## config.mk

```make
export PLATFORM = sky130hd
export DESIGN_NAME = sr_status_top
export DESIGN_NICKNAME = d
export VERILOG_FILES = /design/src/shared/sr_pkg.sv /design/src/shared/sr_grp_if.sv /design/src/hw/sr_num_conv.sv /design/src/hw/sr_group.sv /design/src/hw/sr_status_top.sv
export SDC_FILE = /design/constraint.sdc
export NUM_CORES = 1
export LEC_CHECK = 0
export BUFFER_PORTS_ARGS = -buffer_cell sky130_fd_sc_hd__buf_2
export CAP_MARGIN = 30
export CORE_MARGIN = 1.5
export CORE_UTILIZATION = 50
export CTS_BUF_LIST = sky130_fd_sc_hd__clkbuf_8 sky130_fd_sc_hd__clkbuf_16
export DETAILED_ROUTE_END_ITERATION = 8
export PLACE_DENSITY = 0.66
export SETUP_SLACK_MARGIN = 0.4
export SKIP_CTS_REPAIR_TIMING = 1
export SYNTH_ARGS = -nofsm -noshare
export SYNTH_HDL_FRONTEND = slang
export SYNTH_SLANG_ARGS = --single-unit
```

## constraint.sdc

```tcl
create_clock -name clock -period 8.4 [get_ports clock]
set_clock_uncertainty 0.1 [all_clocks]
set_input_delay 0.84 -clock clock [delete_from_list [all_inputs] [get_ports clock]]
set_output_delay 0.84 -clock clock [all_outputs]
set_load 0.05 [all_outputs]
```

## src/shared/sr_pkg.sv

```systemverilog
package sr_pkg;

  // *****************************************************************
  // widths, masks and reset values
  // *****************************************************************
  localparam int          SR_W           = 16;
  localparam logic [15:0] SR_WR_MASK     = 16'h7fff;
  localparam logic [15:0] SR_MAX_VAL     = 16'h7fff;
  localparam logic [15:0] SR_RST_VAL     = 16'h0000;
  localparam logic [15:0] SR_RISE_PRESET = 16'h7fff;
  localparam logic [15:0] SR_FALL_PRESET = 16'h0000;
  localparam logic [15:0] SR_EN_PRESET   = 16'h0000;

  // *****************************************************************
  // condition bit positions
  // *****************************************************************
  localparam int SR_OP_B0  = 0;
  localparam int SR_OP_LO  = 8;
  localparam int SR_OP_NHI = 5;
  localparam int SR_QU_B2  = 2;
  localparam int SR_QU_B5  = 5;
  localparam int SR_QU_B6  = 6;

  // *****************************************************************
  // status byte positions
  // *****************************************************************
  localparam int SR_STB_QUAL = 3;
  localparam int SR_STB_OPER = 7;

  // *****************************************************************
  // register select and number notation
  // *****************************************************************
  typedef enum logic [2:0] {
    SR_COND   = 3'b000,
    SR_EVENT  = 3'b001,
    SR_ENABLE = 3'b010,
    SR_FALL   = 3'b011,
    SR_RISE   = 3'b100
  } sr_reg_e;

  typedef enum logic [1:0] {
    SR_DEC = 2'b00,
    SR_HEX = 2'b01,
    SR_OCT = 2'b10,
    SR_BIN = 2'b11
  } sr_radix_e;

endpackage

```

## src/shared/sr_grp_if.sv

```systemverilog
`timescale 1ns/1ps
interface sr_grp_if;
  import sr_pkg::*;
  logic        wr;
  logic        rd;
  logic        preset;
  sr_reg_e     sel;
  logic [15:0] wdata;
  logic [15:0] cond;
  logic [15:0] rdata;
  logic        summary;

  modport ctrl (output wr, rd, preset, sel, wdata, cond,
                input  rdata, summary);
  modport grp  (input  wr, rd, preset, sel, wdata, cond,
                output rdata, summary);
endinterface

```

## src/hw/sr_num_conv.sv

```systemverilog
`timescale 1ns/1ps
module sr_num_conv
  import sr_pkg::*;
(
  input  wire logic        clock,
  input  wire logic        rst_b,
  input  wire logic        start,
  input  wire logic        digit_valid,
  input  wire logic [3:0]  digit,
  input  wire sr_radix_e   radix,
  output logic      [15:0] value,
  output logic             over,
  output logic             bad
);

  logic [15:0] acc_q;
  logic        over_q;
  logic        bad_q;
  logic [4:0]  base;
  logic [20:0] prod;

  always_comb begin
    unique case (radix)
      SR_DEC: base = 5'h0a;
      SR_HEX: base = 5'h10;
      SR_OCT: base = 5'h08;
      SR_BIN: base = 5'h02;
    endcase
    prod = 21'(acc_q) * 21'(base) + 21'(digit);
  end

  // every notation folds into one binary value
  always_ff @(posedge clock or negedge rst_b) begin
    if (!rst_b) begin
      acc_q  <= 16'h0000;
      over_q <= 1'b0;
      bad_q  <= 1'b0;
    end else if (start) begin
      acc_q  <= 16'h0000;
      over_q <= 1'b0;
      bad_q  <= 1'b0;
    end else if (digit_valid) begin
      if ({1'b0, digit} >= base) begin
        bad_q <= 1'b1;
      end else if (prod > 21'(SR_MAX_VAL)) begin
        over_q <= 1'b1;
      end else begin
        acc_q <= prod[15:0];
      end
    end
  end

  assign value = acc_q;
  assign over  = over_q;
  assign bad   = bad_q;

endmodule // sr_num_conv

```

## src/hw/sr_group.sv

```systemverilog
`timescale 1ns/1ps
module sr_group
  import sr_pkg::*;
(
  input  wire logic clock,
  input  wire logic rst_b,
  sr_grp_if.grp     bus
);

  logic [15:0] cond_q;
  logic [15:0] event_q;
  logic [15:0] enable_q;
  logic [15:0] fall_q;
  logic [15:0] rise_q;
  logic [15:0] set_bits;
  logic [15:0] wval;

  assign wval = bus.wdata & SR_WR_MASK;
  // filtered edges of the live condition
  assign set_bits = (bus.cond & ~cond_q & rise_q)
                  | (~bus.cond & cond_q & fall_q);

  always_ff @(posedge clock or negedge rst_b) begin
    if (!rst_b) cond_q <= SR_RST_VAL;
    else        cond_q <= bus.cond;
  end

  // new edges win over the read clear
  always_ff @(posedge clock or negedge rst_b) begin
    if (!rst_b) begin
      event_q <= SR_RST_VAL;
    end else if (bus.rd && bus.sel == SR_EVENT) begin
      event_q <= set_bits & SR_WR_MASK;
    end else begin
      event_q <= (event_q | set_bits) & SR_WR_MASK;
    end
  end

  always_ff @(posedge clock or negedge rst_b) begin
    if (!rst_b) begin
      enable_q <= SR_RST_VAL;
      fall_q   <= SR_RST_VAL;
      rise_q   <= SR_RST_VAL;
    end else if (bus.preset) begin
      enable_q <= SR_EN_PRESET;
      fall_q   <= SR_FALL_PRESET;
      rise_q   <= SR_RISE_PRESET & SR_WR_MASK;
    end else if (bus.wr) begin
      if (bus.sel == SR_ENABLE) enable_q <= wval;
      if (bus.sel == SR_FALL)   fall_q   <= wval;
      if (bus.sel == SR_RISE)   rise_q   <= wval;
    end
  end

  always_comb begin
    unique case (bus.sel)
      SR_COND:   bus.rdata = cond_q & SR_WR_MASK;
      SR_EVENT:  bus.rdata = event_q;
      SR_ENABLE: bus.rdata = enable_q;
      SR_FALL:   bus.rdata = fall_q;
      SR_RISE:   bus.rdata = rise_q;
      default:   bus.rdata = 16'h0000;
    endcase
  end

  assign bus.summary = |(event_q & enable_q);

endmodule // sr_group

```

## src/hw/sr_status_top.sv

```systemverilog
`timescale 1ns/1ps

// Notes on behaviour
// - values 0..32767 accepted, bits 0-14 writable, written registers reset zero
// - bit n weighs two to the n; bit 15 carries no weight
// - decimal, hex, octal and binary digits all give one binary value
// - operation condition is 16 bits, only bits 0 and 8-12 driven
// - each group has condition, event, enable, rise and fall registers
// - operation event read returns contents then clears them
// - event bit sets on a rise through rise filter or fall through fall filter
// - operation condition read shows live bits and changes nothing
// - operation enable write loads value; read returns it unchanged
// - fall filter write loads addressed group's fall register, readable
// - rise filter write loads addressed group's rise register, readable
// - quality condition drives only bits 2, 5 and 6
// - status byte bit 3 is any enabled quality event
// - quality event read returns contents then clears them
// - quality condition read shows live bits and changes nothing
// - enable read back modifies no status register
// - preset clears enables, sets rise filters, clears fall filters
// - status byte bit 7 is any enabled operation event
module sr_status_top
  import sr_pkg::*;
(
  input  wire logic        clock,
  input  wire logic        rst_b,
  input  wire logic [5:0]  op_ind,
  input  wire logic [2:0]  qual_ind,
  input  wire logic        num_start,
  input  wire logic        num_digit_valid,
  input  wire logic [3:0]  num_digit,
  input  wire sr_radix_e   num_radix,
  input  wire logic        cmd_valid,
  input  wire logic        cmd_write,
  input  wire logic        cmd_preset,
  input  wire logic        cmd_group,
  input  wire sr_reg_e     cmd_reg,
  output logic             cmd_ready,
  output logic             rsp_valid,
  output logic             rsp_error,
  output logic      [15:0] rsp_data,
  output logic      [7:0]  status_byte
);

  // *****************************************************************
  // sequencing state
  // *****************************************************************
  typedef enum logic [0:0] {
    SR_IDLE = 1'b0,
    SR_EXEC = 1'b1
  } sr_state_e;

  sr_state_e   state_q;
  sr_state_e   state_d;
  logic        take;
  logic        wr_q;
  logic        preset_q;
  logic        group_q;
  sr_reg_e     reg_q;
  logic        err_q;
  logic [15:0] wdata_q;
  logic        cmd_ready_q;
  logic        rsp_valid_q;
  logic        rsp_error_q;
  logic [15:0] rsp_data_q;
  logic [7:0]  stb_q;
  logic [15:0] op_cond;
  logic [15:0] qu_cond;
  logic [15:0] num_value;
  logic        num_over;
  logic        num_bad;
  logic        bad_write;
  logic        sel_ok;
  logic        do_wr;
  logic        do_rd;
  logic        do_preset;
  logic [15:0] rdata_sel;

  sr_grp_if op_bus ();
  sr_grp_if qu_bus ();

  // *****************************************************************
  // number entry
  // *****************************************************************
  sr_num_conv u_conv (
    .clock       (clock),
    .rst_b       (rst_b),
    .start       (num_start),
    .digit_valid (num_digit_valid),
    .digit       (num_digit),
    .radix       (num_radix),
    .value       (num_value),
    .over        (num_over),
    .bad         (num_bad)
  );

  // *****************************************************************
  // live condition bits
  // *****************************************************************
  always_comb begin
    op_cond = 16'h0000;
    op_cond[SR_OP_B0] = op_ind[0];
    op_cond[SR_OP_LO +: SR_OP_NHI] = op_ind[5:1];
  end

  always_comb begin
    qu_cond = 16'h0000;
    qu_cond[SR_QU_B2] = qual_ind[0];
    qu_cond[SR_QU_B5] = qual_ind[1];
    qu_cond[SR_QU_B6] = qual_ind[2];
  end

  // *****************************************************************
  // command acceptance
  // *****************************************************************
  assign take   = cmd_valid && cmd_ready_q;
  assign sel_ok = cmd_reg inside {SR_COND, SR_EVENT, SR_ENABLE,
                                  SR_FALL, SR_RISE};

  // condition and event registers are read only
  always_comb begin
    bad_write = 1'b0;
    if (!cmd_preset && cmd_write) begin
      bad_write = num_over || num_bad
                || cmd_reg == SR_COND || cmd_reg == SR_EVENT;
    end
    if (!cmd_preset && !sel_ok) begin
      bad_write = 1'b1;
    end
  end

  always_comb begin
    state_d = state_q;
    unique case (state_q)
      SR_IDLE: if (take) state_d = SR_EXEC;
      SR_EXEC: state_d = SR_IDLE;
    endcase
  end

  always_ff @(posedge clock or negedge rst_b) begin
    if (!rst_b) state_q <= SR_IDLE;
    else        state_q <= state_d;
  end

  always_ff @(posedge clock or negedge rst_b) begin
    if (!rst_b) cmd_ready_q <= 1'b1;
    else        cmd_ready_q <= (state_d == SR_IDLE);
  end

  always_ff @(posedge clock or negedge rst_b) begin
    if (!rst_b) begin
      wr_q     <= 1'b0;
      preset_q <= 1'b0;
      group_q  <= 1'b0;
      reg_q    <= SR_COND;
      err_q    <= 1'b0;
      wdata_q  <= 16'h0000;
    end else if (take) begin
      wr_q     <= cmd_write;
      preset_q <= cmd_preset;
      group_q  <= cmd_group;
      reg_q    <= sel_ok ? cmd_reg : SR_COND;
      err_q    <= bad_write;
      wdata_q  <= num_value & SR_WR_MASK;
    end
  end

  // *****************************************************************
  // group strobes
  // *****************************************************************
  assign do_preset = (state_q == SR_EXEC) && preset_q && !err_q;
  assign do_wr = (state_q == SR_EXEC) && !preset_q && wr_q && !err_q;
  assign do_rd = (state_q == SR_EXEC) && !preset_q && !wr_q && !err_q;

  assign op_bus.cond   = op_cond;
  assign op_bus.sel    = reg_q;
  assign op_bus.wdata  = wdata_q;
  assign op_bus.preset = do_preset;
  assign op_bus.wr     = do_wr && !group_q;
  assign op_bus.rd     = do_rd && !group_q;

  assign qu_bus.cond   = qu_cond;
  assign qu_bus.sel    = reg_q;
  assign qu_bus.wdata  = wdata_q;
  assign qu_bus.preset = do_preset;
  assign qu_bus.wr     = do_wr && group_q;
  assign qu_bus.rd     = do_rd && group_q;

  // *****************************************************************
  // the two status groups
  // *****************************************************************
  sr_group u_op (
    .clock (clock),
    .rst_b (rst_b),
    .bus   (op_bus.grp)
  );

  sr_group u_qu (
    .clock (clock),
    .rst_b (rst_b),
    .bus   (qu_bus.grp)
  );

  // *****************************************************************
  // response
  // *****************************************************************
  assign rdata_sel = group_q ? qu_bus.rdata : op_bus.rdata;

  always_ff @(posedge clock or negedge rst_b) begin
    if (!rst_b) begin
      rsp_valid_q <= 1'b0;
      rsp_error_q <= 1'b0;
    end else begin
      rsp_valid_q <= (state_q == SR_EXEC);
      rsp_error_q <= (state_q == SR_EXEC) && err_q;
    end
  end

  // value read before the clear takes effect
  always_ff @(posedge clock or negedge rst_b) begin
    if (!rst_b) begin
      rsp_data_q <= 16'h0000;
    end else if (state_q == SR_EXEC) begin
      rsp_data_q <= do_rd ? rdata_sel : 16'h0000;
    end
  end

  // *****************************************************************
  // status byte summaries
  // *****************************************************************
  always_ff @(posedge clock or negedge rst_b) begin
    if (!rst_b) begin
      stb_q <= 8'h00;
    end else begin
      stb_q <= 8'h00;
      stb_q[SR_STB_QUAL] <= qu_bus.summary;
      stb_q[SR_STB_OPER] <= op_bus.summary;
    end
  end

  assign cmd_ready   = cmd_ready_q;
  assign rsp_valid   = rsp_valid_q;
  assign rsp_error   = rsp_error_q;
  assign rsp_data    = rsp_data_q;
  assign status_byte = stb_q;

endmodule // sr_status_top

```

Yosys cells after proc, flatten, opt, wreduce, memory -nomap -nowiden
Cells that the tools add are included.
- register bits: 197
- output and inout port bits: 27
- word-level logic and storage cells: 149
- input port bits: 26
- add/subtract/negate cells: 1
- reduce and logical (&&, ||, !) cells: 49
- bitwise gates (word level): 20
- $lt $le $gt $ge: 2
- equality and inequality tests: 13
- muxes and demuxes: 38
- multipliers: 1
- operators with widths (kind ; count):
    $mux W16 ; 21
    $pmux W16 S5 ; 2
    $and A15 B15 Y15 ; 4
    $or A15 B15 Y15 ; 4
    $and A15 B16 Y16 ; 2
    $reduce_or A16 Y1 ; 2
    $mux W15 ; 2
    $not A13 Y15 ; 2
    $not A7 Y15 ; 2
    $add A21 B4 Y21 ; 1
    $gt A21 B15 Y1 const B ; 1
    $mul A16 B5 Y21 ; 1
    $pmux W5 S4 ; 1
    $logic_and A1 B1 Y1 ; 17
    $reduce_bool A2 Y1 ; 8
    $and A13 B15 Y15 ; 1
    $and A15 B13 Y15 ; 1
    $and A15 B7 Y15 ; 1
    $and A7 B15 Y15 ; 1
    $reduce_and A2 Y1 ; 7
    $eq A3 B2 Y1 const B ; 4
    $mux W1 ; 10
    $eq A3 B1 Y1 const B ; 2
    $eq A3 B3 Y1 const B ; 2
    13 further kinds ; 25

Depth between registers and ports, before layout
Gate-level depths: netlist of run 1.
- word-level depth: 9
- gate-level depth with buffers: 20
- depth with buffers taken out: 17

Cells and area by module
From an unflattened synthesis of run 1, not the netlist that was laid out.
- cells, all modules: 1082
- area, all modules: 12060.3 um2
- by module, submodules not included (module ; area an instance (um2) ; instances ; sequential area each (um2) ; cells an instance):
    sr_group ; 3542.1 ; 2 ; 1876.8 ; 300
    sr_num_conv ; 3004.1 ; 1 ; 450.4 ; 325
    sr_status_top ; 1971.9 ; 1 ; 1102.3 ; 157

Least setup slack after synthesis of run 1
OpenSTA, ideal clock, no wires.
- kind: in2reg
- start: in num_radix[0]
- end: reg u_conv.acc_q[14], in the netlist u_conv.value[14]
- required time: 8175 ps
- data arrival time: 4847 ps
- stages on the path: 17
- setup slack: 3328 ps
- library setup time: 125 ps
- path buffers: 2
- cells stage by stage: inv_1 ha_1 nor2_1 clkbuf_1 nor2b_1 ha_1 fa_1 ha_1 ha_1 buf_6 o21a_1 o211ai_2 a21oi_2 o41a_1 xor2_1 nor3_4 mux2_4
- cells in the longest elaborated chain, start to end: 8
- elaborated cells on any way between the ends: 16
- classes of those cells: add/sub (1); mul (1); order compare (2); eq/ne (5); mux (5); reduce/logical (2)
- RTL lines (element ; line ; text):
    start: declaration ; sr_status_top.sv:32 ; input wire sr_radix_e num_radix,
    $eq A2 B2 Y1 (tied with other cells) ; sr_num_conv.sv:23 ; unique case (radix)
    $pmux W5 S4 * ; sr_num_conv.sv:23 ;
    parallel branches: the longest is 6 deep, another holds $mul A16 B5 Y21 ; -- ;
    end signal: assignment ; sr_num_conv.sv:48 ; acc_q <= prod[15:0];
    end: declaration ; sr_num_conv.sv:16 ; logic [15:0] acc_q;
Mark *: on every way between the ends. The select of a mux whose other input is x is not followed.
A chain may end at the register's enable or synchronous reset.

Worst setup path after layout of run 1
- start: in num_radix[1]
- end: reg u_conv.acc_q[10], in the netlist u_conv.value[10]
Same word-level chain as after synthesis.

==> flow_summary_export.csv, run 1 <==
group,metric,value,unit
global_routing,antenna_found_initial,0,
floorplan,die_area,20200,sq um
placed_design,gp_congestion,0.844,
yosys,avgSynthCellArea,9.92,sq um
timing,rsz0062_at_grt,"false",
critical_path,arrival,5.41,ns
clock_tree,cts_buffer_depth,2,
route,num_vias,7306,
global_routing,grt_pass1_wl,37.1,mm
yosys,synth.cell_area,9680,sq um
yosys,synth_edf_count,0,
power,power.leakage,5.13,nW
critical_path,critPathKind,"in2reg",
yosys,syn_inst,976,
global_routing,overflow,0,
yosys,synthFlopType,"dfrtp_1",
yosys,yosys.area.top_type,"dfrtp_1",
final_layout,final_nets,1102,
critical_path,required,8.60,ns
yosys,yosys-top-cells-area,"dfrtp_1 43%, ha_1 7.8%, mux2_2 5.8%",
clock_tree,clk_pin_slew_worst_paths,0.06,ns
clock_tree,htreeDepth,4,
floorplan,die_y,142,microns
final_layout,fin_cells,1274,
power,powerDensity,209,nW/um^2
yosys,yosysTopAreaCellShare,0.434,
floorplan,die_w,142,microns
timing,fmax,192,MHz
floorplan,ios,53,
floorplan,start_util,0.514,
global_routing,grt_use_total,0.238,
route,first_pass_iters,5,
timing,maxSlewViolCount,0,
yosys,ys_ff_latch,169,
critical_path,worst_setup_path_start_kind,"input pin",
yosys,async_flop_share,1.00,
final_layout,drive_gt1_frac,0.171,
floorplan,num_rows,50,
route,drc,0,
route,antenna_left,0,
timing,min_period_over_period,0.620,
yosys,yosys.cell_types.count,65,
yosys,ys_warn_count,0,
timing,tightest_slew,0.920,ns
power,ir_drop,0.158,mV
yosys,synth_commonest_cells,"168 x dfrtp_1, 94 x nand2_1, 70 x nor2_1",
placed_design,dp_hpwl,16.0,mm
critical_path,worstPathMaxFanout,17,
clock_tree,root_buffer,"clkbuf_16",
final_layout,n_fill_cell,1692,
final_layout,antenna_cells,0,
critical_path,endpoint_kind,"flop",
route,initialDrtViolationCount,502,
final_layout,synthToLayoutAreaGrowth,11.1,%
timing,tns,0,ns
route,wl_per_cell,17.8,microns
route,wl,22.7,mm
timing,fin_crit,5.21,ns
yosys,synth.most_common_cell,"dfrtp_1",
clock_tree,cts_inserted_buffers,17,
floorplan,core,18800,sq um
global_routing,grt_pass1_vias,7068,
global_routing,grt_max_degree,107,
clock_tree,cts_tree,"done",
route,via_per_inst,5.73,
timing,max-slew-margin-rel,0.387,
timing,setup_viol,0,
clock_tree,cts_sinks,169,
placed_design,portBuffers,45,
yosys,yosysSeqAreaShare,0.437,
min_path,worstHoldPathType,"in2async",
run,cap_violations,0,
outcome,status,"finished clean",
timing,finalHoldViolations,0,
clock_tree,clk_latency,0.42,ns
placed_design,dp_cells,1241,
## metrics by stage
step / setup WS [ns] / cell area, sq um / power, W / hold WS, ns / utilization
2_1_floorplan: 3.33 / 9700 / 0.00134 / 0.350 / -
3_3_place_gp: 2.71 / 10100 / 0.00147 / 0.362 / 0.534
3_5_place_dp: 2.75 / 10100 / 0.00149 / 0.370 / 0.538
4_1_cts: 3.20 / 10700 / 0.00226 / 0.384 / 0.570
5_1_grt: 2.93 / 10800 / 0.00236 / 0.398 / 0.571
6_report: 3.19 / 10800 / 0.00225 / 0.358 / 0.571
## placed cells by master, fill, tap and decap left out, types with 7 or more instances in the layout
| master | n |
|---|---|
| fa_1 | 15 |
| o21ai_1 | 8 |
| conb_1 | 7 |
| o211ai_1 | 8 |
| nand3_1 | 38 |
| a31oi_1 | 7 |
| nand2_1 | 94 |
| o21a_1 | 7 |
| a21o_1 | 10 |
| a22oi_1 | 29 |
| o31ai_2 | 7 |
| nor2_1 | 67 |
| buf_4 | 13 |
| ha_1 | 60 |
| o21ai_0 | 49 |
| xnor2_1 | 10 |
| nand4_1 | 12 |
| nor2b_1 | 39 |
| buf_2 | 44 |
| clkbuf_16 | 17 |
| nand3b_1 | 15 |
| nand2b_1 | 9 |
| and2_1 | 35 |
| a21oi_1 | 67 |
| dfrtp_1 | 168 |
| mux2_2 | 50 |
| inv_1 | 38 |
## cell families after synthesis
kind of cell	share of synthesized area
AOI/OAI and AO/OA	0.160
xor gates and xnor gates	0.0116
adders and majority gates	0.109
buffers and inverters	0.0465
DFF	0.437
muxes	0.0685
other	0.000387
and+or+nand+nor	0.167
## cell type report
class | instances | area (sq um) | area share
timing repair buffer | 62 | 427 | 0.0397
sequential | 169 | 4230 | 0.393
inverter | 37 | 139 | 0.0129
tap | 260 | 325 | 0.0302
multi-input combinational | 714 | 5040 | 0.469
clock inverter | 10 | 100 | 0.00930
clock buffer | 22 | 494 | 0.0459
## metal layers
metal | vias up | GRT usage | part of all wire
li1 | 3484 | - | -
met1 | 3631 | 0.316 | 0.45
met2 | 168 | 0.398 | 0.49
met3 | 23 | 0.0410 | 0.038
met4 | 0 | 0.0754 | 0.019
met5 | - | 0 | 0
## critical path, cell delays in order
cell,delay (ns)
buf_2,0.11
inv_1,0.07
ha_1,0.47
and2_1,0.20
ha_1,0.23
ha_1,0.29
fa_1,0.58
inv_1,0.07
fa_1,0.45
nand2b_1,0.18
a21o_1,0.20
a211oi_1,0.26
o21ai_1,0.17
a21oi_1,0.70
nand3_1,0.23
mux2_1,0.36
## sequential cells by signal, summed over array words and instances (netlist names), 6 cells and up
register       flops
u_op.fall_q       15
u_op.enable_q     15
u_op.rise_q       15
op_bus.wdata      15
u_op.cond_q        6
u_qu.rise_q       15
rsp_data          15
u_qu.enable_q     15
u_conv.value      16
u_op.event_q       6
u_qu.fall_q       15
## final timing paths
path | startpoint | depth (start not counted) | end | slack [ns]
max | num_radix[1] | 16 | u_conv.value[10] | 3.19
min | rst_b | 2 | rsp_data[4] | 0.36
max reg2reg | u_conv.value[0] | 13 | u_conv.value[10] | 3.82
min reg2reg | u_qu.enable_q[8] | 2 | u_qu.enable_q[8] | 0.38
max in group asynchronous | rst_b | 3 | rsp_error | 6.67
min in group clock | u_qu.enable_q[8] | 2 | u_qu.enable_q[8] | 0.38
## where the power goes
part / leakage (nW) / internal (W) / switching (W) / total [W]
sequential: 2.19 / 0.000946 / 0.000102 / 0.00105
combinational: 2.63 / 0.000155 / 0.000274 / 0.000428
clock: 0.304 / 0.000472 / 0.000301 / 0.000774
No activity file was read; power rests on OpenSTA's default activity.
==> run 2, diff against run 1 <==
==> constraint.sdc (replaced) <==
create_clock -name clock -period 4.9 [get_ports clock]
set_clock_uncertainty 0.1 [all_clocks]
set_input_delay 0.49 -clock clock [delete_from_list [all_inputs] [get_ports clock]]
set_output_delay 0.49 -clock clock [all_outputs]
set_load 0.05 [all_outputs]
==> run 2 against run 1 <==
- die area unchanged
- sequential share of layout area fell by 0.55 points
- critical path depth is 3 higher
- wire length grew 4.0%
- sequential power increased by 70%
- first-iteration DRC count shrank 8.2%
- final area up 1.4%
- critical path type unchanged
- critical endpoint is now u_conv.value[6]
==> flow_summary_export.csv, run 2 (same netlist as run 1, synthesis figures left out) <==
group,metric,value,unit
critical_path,critPathMaxStageDelay,0.57,ns
final_layout,final_nets,1117,
critical_path,r2r_slack,0.84,ns
floorplan,die_w,142,microns
critical_path,path_buf_inv,5,
final_layout,fin_cells,1288,
final_layout,synthToLayoutAreaGrowth,12.7,%
global_routing,overflow,0,
global_routing,grt_pass1_vias,7290,
critical_path,crit_cells,19,
clock_tree,clk_pin_slew_worst_paths,0.06,ns
placed_design,dp_hpwl,16.5,mm
timing,tightest_slew,0.828,ns
final_layout,layout_common_cells,"168 x dfrtp_1, 94 x nand2_1, 67 x a21oi_1, 67 x nor2_1, 59 x ha_1",
floorplan,ios,53,
critical_path,r2r-start,"u_conv.value[4]",
route,first_pass_iters,5,
global_routing,grt_max_degree,80,
global_routing,grt_pass1_wl,38.8,mm
route,via_per_inst,5.69,
critical_path,worstPathMaxFanout,17,
placed_design,portBuffers,45,
critical_path,r2r.worst_path.cells,13,
route,num_vias,7330,
route,drc,0,
final_layout,antenna_cells,0,
timing,maxSlewViolCount,0,
clock_tree,cts_sinks,169,
placed_design,dp_cells,1256,
outcome,status,"finished clean",
critical_path,worst_setup_path_start_kind,"input pin",
power,power.leakage,5.20,nW
route,initialDrtViolationCount,461,
route,wl_per_cell,18.3,microns
timing,tns,0,ns
placed_design,gp_congestion,0.901,
final_layout,layout_commonest_cell,"dfrtp_1",
clock_tree,htreeDepth,4,
timing,finalHoldViolations,0,
clock_tree,cts_tree,"done",
critical_path,arrival,4.39,ns
route,antenna_left,0,
timing,fmax,239,MHz
floorplan,core,18800,sq um
clock_tree,clk_latency,0.44,ns
critical_path,path_cells,"buf_2 -> inv_1 -> ha_1 -> nor2_4 -> buf_12 -> nor2b_1 -> ha_1 -> ha_1 -> fa_1 -> inv_1 -> fa_1 -> nand2b_1 -> a21o_1 -> a211oi_1 -> o21ai_1 -> a21o_2 -> buf_4 -> o31ai_2 -> a21oi_1",
clock_tree,root_buffer,"clkbuf_16",
min_path,worstHoldPathType,"in2async",
timing,min_period_over_period,0.856,
power,p_total,0.00401,W
critical_path,crit_top_cell,"ha_1",
critical_path,critPathKind,"in2reg",
timing,rsz0062_at_grt,"true",
route,wl,23.6,mm
power,ir_drop,0.238,mV
run,cap_violations,0,
floorplan,die_area,20200,sq um
final_layout,drive_gt1_frac,0.187,
clock_tree,cts_buffer_depth,2,
critical_path,timing.rr.end,"u_conv.value[0]",
critical_path,path_delay_family,"adder cells",
timing,max-slew-margin-rel,0.446,
floorplan,start_util,0.514,
power,powerDensity,368,nW/um^2
floorplan,num_rows,50,
clock_tree,cts_inserted_buffers,17,
final_layout,largest_register_ffs,16,
timing,setup_viol,0,
critical_path,slowest_stage,"fa_1",
timing,fin_crit,4.19,ns
critical_path,endpoint_kind,"flop",
global_routing,antenna_found_initial,0,
global_routing,grt_use_total,0.248,
final_layout,final_cell_area,10900,sq um
critical_path,required,5.10,ns
floorplan,die_y,142,microns
placed_design,dpl-instance-area,10200,sq um
## run 2: cell types whose count changed in the layout (fill, tap and decap cells not counted), sizes merged
cell and delta:
buf +15, bufinv +3, clkbuf -3, inv -2
clkinvlp +1
## run 2: power by group
part | internal (W) | switching (W)
sequential | 0.00162 | 0.000163
clock | 0.000926 | 0.000544
combinational | 0.000272 | 0.000488
total | 0.00282 | 0.00119
## run 2: worst register-to-register path: cells and delay by family, from the launching register on
family,cells,cell delay [ns]
buffers and inverters,1,0.21
adders and majority gates,4,1.52
and+or+nand+nor,2,0.33
AOI/OAI and AO/OA,5,1.10
xor gates and xnor gates,1,0.20
DFF,1,0.47
## run 2: cell type report
class	count	area, sq um
timing repair buffer	77	508
sequential	169	4230
multi-input combinational	714	5060
clock buffer	19	453
clock inverter	12	198
inverter	37	139
fill	1661	7920
tap	260	325
## run 2: how the worst max path moves through the flow
stage | end | from | slack (ns)
after floorplan | u_conv.value[14] | num_radix[0] | 0.42
after global placement | u_conv.value[3] | num_radix[1] | 0.12
after detailed placement | u_conv.value[4] | num_radix[1] | 0.04
after CTS | u_conv.value[4] | num_radix[1] | 0.50
after global routing | u_conv.value[5] | num_radix[0] | 0.40
final | u_conv.value[6] | num_radix[0] | 0.71
## run 2: layer usage
metal	wire (microns)	GRT usage	up-vias
met5	0	0	-
met2	11600	0.419	180
met1	10400	0.325	3615
li1	-	-	3494
met3	1010	0.0394	41
met4	650	0.0879	0
## run 2: per-stage QoR
stage,utilization,setup slack [ns],hold slack (ns)
floorplan,-,0.422,0.0944
global placement,0.542,0.116,0.362
detailed placement,0.543,0.0431,0.370
CTS,0.577,0.501,0.0293
global route,0.579,0.400,0.0579
finish,0.579,0.707,0.00788
